==> config.mk <==
export PLATFORM = sky130hd
export DESIGN_NAME = adc_trigger_cal
export DESIGN_NICKNAME = d
export VERILOG_FILES = /design/src/logic/adc_ctl_pkg.sv /design/src/logic/adc_trigger_cal.sv
export SDC_FILE = /design/constraint.sdc
export NUM_CORES = 1
export LEC_CHECK = 0
export BUFFER_PORTS_ARGS = -buffer_cell sky130_fd_sc_hd__buf_4
export CORE_AREA = 2 2 152 154
export CTS_BUF_LIST = sky130_fd_sc_hd__clkbuf_2 sky130_fd_sc_hd__clkbuf_4 sky130_fd_sc_hd__clkbuf_8
export DETAILED_ROUTE_END_ITERATION = 7
export DIE_AREA = 0 0 154 156
export PLACE_DENSITY = 0.78
export SLEW_MARGIN = 20
export SYNTH_ARGS = -nofsm -noshare
export SYNTH_HDL_FRONTEND = slang
export SYNTH_SLANG_ARGS = --single-unit
export TNS_END_PERCENT = 50
==> constraint.sdc <==
create_clock -name clk_i -period 2.1 [get_ports clk_i]
set_input_delay 0.315 -clock clk_i [delete_from_list [all_inputs] [get_ports clk_i]]
set_output_delay 0.315 -clock clk_i [all_outputs]
set_load 0.005 [all_outputs]
==> src/logic/adc_ctl_pkg.sv <==
`default_nettype none
package adc_ctl_pkg;
	// Clock and calibration timing
	localparam int          CLK_MHZ     = 50;
	localparam int          CAL_TIME_NS = 1000;
	localparam int          CAL_CYCLES  = (CAL_TIME_NS * CLK_MHZ + 999) / 1000;
	localparam int          CAL_CNT_W   = 6;
	localparam logic [5:0]  CAL_LAST    = 6'(CAL_CYCLES - 1);

	// Sizes
	localparam int          NUM_CORE    = 5;
	localparam int          NUM_GROUP   = 6;
	localparam int          NUM_TRIG    = 12;
	localparam int          SEL_W       = 5;
	localparam int          SHR_CORE    = 4;

	// Register byte offsets
	localparam logic [7:0]  OFF_TRIG0    = 8'h00;
	localparam logic [7:0]  TRIG_STRIDE  = 8'h04;
	localparam logic [7:0]  OFF_CAL01    = 8'h18;
	localparam logic [7:0]  OFF_CAL23    = 8'h1C;
	localparam logic [7:0]  OFF_CAL_SHR  = 8'h20;
	localparam logic [7:0]  OFF_SWTRIG   = 8'h24;
	localparam logic [7:0]  OFF_IRQ_STAT = 8'h28;
	localparam logic [7:0]  OFF_IRQ_MASK = 8'h2C;
	localparam logic [31:0] RESET_WORD   = 32'h0000_0000;

	// Field positions
	localparam int          CAL_RUN_POS   = 0;
	localparam int          CAL_EN_POS    = 1;
	localparam int          CAL_DIFF_POS  = 2;
	localparam int          CAL_BYP_POS   = 3;
	localparam int          CAL_DONE_POS  = 7;
	localparam int          SW_COMMON_POS = 0;
	localparam int          SW_LEVEL_POS  = 1;

	// Trigger source codes
	localparam logic [4:0]  TRG_NONE        = 5'h00;
	localparam logic [4:0]  TRG_SW_COMMON   = 5'h01;
	localparam logic [4:0]  TRG_SW_LEVEL    = 5'h02;
	localparam logic [4:0]  TRG_RESERVED    = 5'h03;
	localparam logic [4:0]  TRG_PWM_SPECIAL = 5'h04;
	localparam logic [4:0]  TRG_PWM_PRI1    = 5'h05;
	localparam logic [4:0]  TRG_LOGIC_ONE   = 5'h0B;
	localparam logic [4:0]  TRG_TIMER1      = 5'h0C;
	localparam logic [4:0]  TRG_TIMER2      = 5'h0D;
	localparam logic [4:0]  TRG_SEC_SPECIAL = 5'h0E;
	localparam logic [4:0]  TRG_PWM_SEC1    = 5'h0F;
	localparam logic [4:0]  TRG_LOGIC_TWO   = 5'h15;
	localparam logic [4:0]  TRG_OC1         = 5'h16;
	localparam logic [4:0]  TRG_OC2         = 5'h17;
	localparam logic [4:0]  TRG_PWM_CL1     = 5'h18;
	localparam logic [4:0]  TRG_PROG_GEN    = 5'h1E;
	localparam logic [4:0]  TRG_EXTERNAL    = 5'h1F;
endpackage
`default_nettype wire

==> src/logic/adc_trigger_cal.sv <==
// Design decisions made here: the register addresses and the Wishbone register port.
`timescale 1ns/1ps
`default_nettype none
// Functional notes
// - Codes 0,1,2: none, common, level software
// - Code 3 reserved; 4 special; 5-10 primaries
// - 11 logic one, 12-13 timers, 14 special
// - Codes 15-20 pick PWM secondary triggers
// - 21 logic two, 22-23 output compares
// - Codes 24-29 pick PWM current-limit triggers
// - 30 programmable generator, 31 external input
// - Selector in bits 4-0, 7-5 read zero
// - Done flag set by hardware, read only
// - Start bit launches calibration, self-clears
// - Bypass skips power-up calibration of core
// - Differential bit picks calibration input mode
// - Enable gates access to other calibration bits
// - Cores 0-3 packed by byte, gaps zero
// - Shared core same bits in high byte
module adc_trigger_cal
	import adc_ctl_pkg::*;
(
	input  wire logic                 clk_i,
	input  wire logic                 resetn_i,
	input  wire logic                 ce_i,
	input  wire logic                 wb_cyc_i,
	input  wire logic                 wb_stb_i,
	input  wire logic                 wb_we_i,
	input  wire logic [7:0]           wb_adr_i,
	input  wire logic [3:0]           wb_sel_i,
	input  wire logic [31:0]          wb_dat_i,
	output logic [31:0]               wb_dat_o,
	output logic                      wb_ack_o,
	input  wire logic                 pwm_special_i,
	input  wire logic [5:0]           pwm_primary_i,
	input  wire logic                 logic_cell_one_output_i,
	input  wire logic                 timer1_period_i,
	input  wire logic                 timer2_period_i,
	input  wire logic                 pwm_sec_special_i,
	input  wire logic [5:0]           pwm_secondary_i,
	input  wire logic                 logic_cell_two_output_i,
	input  wire logic                 oc1_trigger_i,
	input  wire logic                 oc2_trigger_i,
	input  wire logic [5:0]           pwm_current_limit_i,
	input  wire logic                 programmable_trigger_generator_i,
	input  wire logic                 external_trigger_input_i,
	output logic [NUM_TRIG-1:0]       chan_trigger_o,
	output logic [NUM_CORE-1:0]       cal_active_o,
	output logic [NUM_CORE-1:0]       cal_differential_o,
	output logic                      irq_o
);

	typedef struct packed {
		logic [NUM_TRIG-1:0][SEL_W-1:0]     sel;
		logic [NUM_CORE-1:0]                en;
		logic [NUM_CORE-1:0]                bypass;
		logic [NUM_CORE-1:0]                diff;
		logic [NUM_CORE-1:0]                run;
		logic [NUM_CORE-1:0]                done;
		logic [NUM_CORE-1:0]                powered;
		logic [NUM_CORE-1:0][CAL_CNT_W-1:0] cnt;
		logic [NUM_CORE-1:0]                irq_stat;
		logic [NUM_CORE-1:0]                irq_mask;
		logic                               sw_level;
		logic                               sw_pulse;
		logic                               ext_s1;
		logic                               ext_s2;
		logic                               ack;
		logic [31:0]                        rdata;
		logic [NUM_TRIG-1:0]                trig;
	} state_s;

	state_s      st;
	state_s      next_st;
	logic [31:0] src;
	logic [31:0] rd;
	logic [7:0]  addr;
	logic        req;
	logic        wr;

	function automatic logic [7:0] trig_off(input int g);
		trig_off = OFF_TRIG0 + 8'(g * TRIG_STRIDE);
	endfunction

	function automatic logic [7:0] core_off(input int k);
		if (k < 2) begin
			core_off = OFF_CAL01;
		end else if (k < 4) begin
			core_off = OFF_CAL23;
		end else begin
			core_off = OFF_CAL_SHR;
		end
	endfunction

	function automatic int core_lane(input int k);
		core_lane = (k == SHR_CORE) ? 1 : k % 2;
	endfunction

	// Status byte of one core, gated by its enable
	function automatic logic [7:0] cal_byte(input logic en,
		input logic bypass, input logic diff, input logic run,
		input logic done);
		cal_byte = 8'h00;
		cal_byte[CAL_EN_POS] = en;
		if (en) begin
			cal_byte[CAL_DONE_POS] = done;
			cal_byte[CAL_BYP_POS]  = bypass;
			cal_byte[CAL_DIFF_POS] = diff;
			cal_byte[CAL_RUN_POS]  = run;
		end
	endfunction

	always_comb begin
		logic [7:0] b;
		logic       start;
		b       = 8'h00;
		start   = 1'b0;
		next_st = st;
		rd      = RESET_WORD;
		src     = RESET_WORD;

		// External pin through a two-stage synchroniser
		next_st.ext_s1   = external_trigger_input_i;
		next_st.ext_s2   = st.ext_s1;
		next_st.sw_pulse = 1'b0;

		// Source vector indexed by selector code
		src[TRG_NONE]                = 1'b0;
		src[TRG_SW_COMMON]           = st.sw_pulse;
		src[TRG_SW_LEVEL]            = st.sw_level;
		src[TRG_RESERVED]            = 1'b0;
		src[TRG_PWM_SPECIAL]         = pwm_special_i;
		src[TRG_PWM_PRI1 +: 6]       = pwm_primary_i;
		src[TRG_LOGIC_ONE]           = logic_cell_one_output_i;
		src[TRG_TIMER1]              = timer1_period_i;
		src[TRG_TIMER2]              = timer2_period_i;
		src[TRG_SEC_SPECIAL]         = pwm_sec_special_i;
		src[TRG_PWM_SEC1 +: 6]       = pwm_secondary_i;
		src[TRG_LOGIC_TWO]           = logic_cell_two_output_i;
		src[TRG_OC1]                 = oc1_trigger_i;
		src[TRG_OC2]                 = oc2_trigger_i;
		src[TRG_PWM_CL1 +: 6]        = pwm_current_limit_i;
		src[TRG_PROG_GEN]            = programmable_trigger_generator_i;
		src[TRG_EXTERNAL]            = st.ext_s2;

		for (int t = 0; t < NUM_TRIG; t++) begin
			next_st.trig[t] = src[st.sel[t]];
		end

		// Classic bus: one wait state, ack for one cycle
		req         = wb_cyc_i && wb_stb_i && !st.ack;
		wr          = req && wb_we_i;
		addr        = {wb_adr_i[7:2], 2'b00};
		next_st.ack = req;

		// Read mux, unmapped addresses read zero
		for (int g = 0; g < NUM_GROUP; g++) begin
			if (addr == trig_off(g)) begin
				rd = {16'h0000, 3'b000, st.sel[2*g+1],
					3'b000, st.sel[2*g]};
			end
		end
		for (int k = 0; k < NUM_CORE; k++) begin
			if (addr == core_off(k)) begin
				rd[8*core_lane(k) +: 8] = cal_byte(st.en[k],
					st.bypass[k], st.diff[k], st.run[k],
					st.done[k]);
			end
		end
		if (addr == OFF_SWTRIG) begin
			rd[SW_LEVEL_POS] = st.sw_level;
		end
		if (addr == OFF_IRQ_STAT) begin
			rd[NUM_CORE-1:0] = st.irq_stat;
		end
		if (addr == OFF_IRQ_MASK) begin
			rd[NUM_CORE-1:0] = st.irq_mask;
		end
		if (req) begin
			next_st.rdata = rd;
		end

		// Trigger selector writes
		for (int g = 0; g < NUM_GROUP; g++) begin
			if (wr && addr == trig_off(g)) begin
				if (wb_sel_i[0]) begin
					next_st.sel[2*g] = wb_dat_i[4:0];
				end
				if (wb_sel_i[1]) begin
					next_st.sel[2*g+1] = wb_dat_i[12:8];
				end
			end
		end

		// Software triggers
		if (wr && addr == OFF_SWTRIG && wb_sel_i[0]) begin
			next_st.sw_pulse = wb_dat_i[SW_COMMON_POS];
			next_st.sw_level = wb_dat_i[SW_LEVEL_POS];
		end

		// Interrupt mask and write-one-to-clear status
		if (wr && addr == OFF_IRQ_MASK && wb_sel_i[0]) begin
			next_st.irq_mask = wb_dat_i[NUM_CORE-1:0];
		end
		if (wr && addr == OFF_IRQ_STAT && wb_sel_i[0]) begin
			next_st.irq_stat = st.irq_stat & ~wb_dat_i[NUM_CORE-1:0];
		end

		// Calibration sequencer per core
		for (int k = 0; k < NUM_CORE; k++) begin
			start = 1'b0;
			b     = 8'h00;
			if (wr && addr == core_off(k) && wb_sel_i[core_lane(k)]) begin
				b = wb_dat_i[8*core_lane(k) +: 8];
				next_st.en[k] = b[CAL_EN_POS];
				if (b[CAL_EN_POS]) begin
					next_st.bypass[k] = b[CAL_BYP_POS];
					next_st.diff[k]   = b[CAL_DIFF_POS];
					if (!st.powered[k]) begin
						next_st.powered[k] = 1'b1;
						start = !b[CAL_BYP_POS];
					end
					if (b[CAL_RUN_POS]) begin
						start = 1'b1;
					end
				end
			end
			if (st.run[k]) begin
				if (st.cnt[k] == CAL_LAST) begin
					next_st.run[k]      = 1'b0;
					next_st.done[k]     = 1'b1;
					next_st.irq_stat[k] = 1'b1;
				end else begin
					next_st.cnt[k] = st.cnt[k] + 6'h01;
				end
			end else if (start) begin
				next_st.run[k]  = 1'b1;
				next_st.done[k] = 1'b0;
				next_st.cnt[k]  = 6'h00;
			end
		end
	end

	always_ff @(posedge clk_i or negedge resetn_i) begin
		if (!resetn_i) begin
			st <= '0;
		end else if (ce_i) begin
			st <= next_st;
		end
	end

	assign wb_ack_o           = st.ack;
	assign wb_dat_o           = st.rdata;
	assign chan_trigger_o     = st.trig;
	assign cal_active_o       = st.run;
	assign cal_differential_o = st.diff;
	assign irq_o              = |(st.irq_stat & st.irq_mask);
endmodule
`default_nettype wire

==> reports/qor.csv <==
metric,value,unit
path_max_fanout,8,
globalRoute.totalOverflow,0,
crit_family,simple AND/OR/NAND/NOR gates,
drive_gt1_frac,0.353,
finalCritPeriodShare,0.961,
rsz0062_at_grt,no,
fin_nets,1168,
syn_area,11100,um^2
r2r-start,wb_ack_o$_DFFE_PN0P_,
clk_pin_slew,0.09,ns
yosysUniqueCellTypes,71,
cp_slowest_cell,dfrtp_1,
worst_pin_slew,0.619,ns
async_reset_ff_frac,1.00,
cts_tree,done,
layout_common_cells,"157 x buf_4, 154 x dfrtp_1, 89 x mux2_2",
netlist_instances,1025,
power.leakage,5.37,nW
grt_max_degree,50,
gp_congestion,0.903,
ys_seq_area_frac,0.359,
clock.fmax,495,MHz
n_antenna_cell,0,
clk_latency,0.49,ns
setup_viol,0,
cts_root_buffer,clkbuf_8,
hold_slack,0.0820,ns
slowest_delay,0.40,ns
ios,134,
clockBufferDepth,2,
finClkSkew,0.0183,ns
final_max_slew_viol_count,0,
die_w,154,um
crit_required,2.46,ns
drtAntennaViolNets,0,
finalCriticalPeriod,2.02,ns
vdd_drop_max,348,uV
die_h,156,um
r2r_end,st[128]$_DFFE_PN0P_,
htree_levels,4,
hpwl,21.5,mm
antenna_found_initial,0,
min_path_type,primary input to register,
power,7.09,mW
design_area,12500,um^2
synth-seq-cells,159,
crit_chain,"and4b_2, buf_12, nand4_1, nor3_2, buf_4, mux2_2",
ys.warnings.count,0,
wl_per_cell,22.7,um
power_density,568,nW/um^2
synthFlopType,dfrtp_1,
reg2reg_slack,0.08,ns
dpl_cell_area,11900,um^2
hp-start,external_trigger_input_i,
cts_made_buffers,17,
final_common_cell,buf_4,
io_buffers,87,
synth_edf_count,0,
syn_to_final_growth,12.6,%
rows,55,
max-slew-margin-rel,0.587,
grt_first_pass_wirelength,49.2,mm
first_pass_iters,6,
crit_buf_inv,2,
clock_sinks,159,
avgSynthCellArea,10.8,um^2
cp-start-kind,register,
worstHoldEndpoint,next_st[45]$_DFFE_PN0P_,
drt_drc_violations_left,0,
grt_use_total,0.264,
start_util,0.496,
core,22400,um^2
min_path_cells,2,
routed_wl,31.3,mm
cap_violations,0,
drt-vias-per-instance,6.55,
grt_pass1_vias,9032,
drtIter0Drc,1042,
dieArea,24000,um^2
critical_path_depth,6,
via_count,9020,
crit_type,register to register,
crit_path_end_kind,register,
hold_viol,0,
status,completed,
arrival,2.38,ns
ff2ff_path_depth,6,
==> routing by layer <==
layer	vias up	global-route usage	part of all wire	wire length (um)
li1	3874	-	-	-
met1	4442	0.335	0.38	11900
met2	560	0.414	0.47	14700
met3	144	0.0572	0.093	2900
met4	0	0.166	0.055	1730
met5	-	0	0	0
==> cell families after synthesis <==
| group | Yosys count | synth area share |
|---|---|---|
| xor+xnor | 20 | 0.0158 |
| simple gates | 300 | 0.148 |
| compound gates | 165 | 0.102 |
| fa+ha+maj | 10 | 0.0113 |
| other cells | 1 | 0.000338 |
| mux | 197 | 0.284 |
| buf+inv | 173 | 0.0800 |
| flops | 159 | 0.359 |
==> where the power goes <==
part           internal [mW]  leakage [nW]  switching (mW)
combinational          0.507          3.03           0.573
sequential              3.20          2.11           0.159
clock                   1.34         0.231            1.31
==> how the worst max path moves through the flow <==
stage                          from                             to  slack [ns]
2_1_floorplan   st[124]$_DFFE_PN0P_  chan_trigger_o[1]$_DFFE_PN0P_        0.18
3_3_place_gp    st[154]$_DFFE_PN0P_  chan_trigger_o[7]$_DFFE_PN0P_        0.05
3_5_place_dp    st[154]$_DFFE_PN0P_  chan_trigger_o[7]$_DFFE_PN0P_       -0.01
4_1_cts         st[119]$_DFFE_PN0P_  chan_trigger_o[0]$_DFFE_PN0P_        0.01
5_1_grt        wb_ack_o$_DFFE_PN0P_            st[128]$_DFFE_PN0P_       0.007
6_report       wb_ack_o$_DFFE_PN0P_            st[128]$_DFFE_PN0P_        0.08
==> synthesized netlist by cell type, types with 14 or more instances <==
| library cell | n | area [um^2] |
|---|---|---|
| clkbuf_1 | 68 | 255 |
| o22ai_1 | 14 | 87.6 |
| nand3b_1 | 17 | 128 |
| o21ai_0 | 40 | 200 |
| buf_2 | 18 | 90.1 |
| dfrtp_1 | 159 | 3980 |
| nor2_1 | 86 | 323 |
| mux4_2 | 77 | 1730 |
| nand3_1 | 28 | 140 |
| inv_1 | 27 | 101 |
| buf_4 | 55 | 413 |
| mux2i_1 | 25 | 250 |
| nand2_1 | 60 | 225 |
| mux2_2 | 89 | 1000 |
| a21oi_1 | 23 | 115 |
| xor2_1 | 14 | 123 |
==> flip-flops by register name, summed over array words and instances, names as in the netlist <==
name / cells
st: 120
chan_trigger_o: 12
wb_dat_o: 12
cal_active_o: 5
cal_differential_o: 5
src: 3
next_st: 1
wb_ack_o: 1
==> per-stage QoR <==
stage / std cells / setup WS [ns] / TNS, ns / utilization
final: 1377 / 0.0809 / 0 / 0.558
after CTS: 1372 / 0.0136 / 0 / 0.555
after global placement: 1340 / 0.0452 / 0 / 0.534
after floorplan: 1044 / 0.177 / 0 / -
after detailed placement: 1340 / -0.0116 / -0.0116 / 0.534
after global routing: 1377 / 0.00731 / 0 / 0.558
==> cell type report <==
type,instances,area [um^2]
inverters,27,101
repair buffers,163,1280
fillers,1803,9890
clock buffers,17,234
flip-flops and latches,159,3990
clock inverters,14,223
multi-input cells,712,6290
well taps,285,357
==> what timing repair did <==
action	CTS	global route
gates resized for setup	1	6
gates cloned	0	1
setup buffers	0	4
setup endpoints to repair	1	20
hold buffers	1	0
endpoints found under the hold margin	46	0
pin swaps	0	2
No activity file was read; power rests on OpenSTA's default activity.
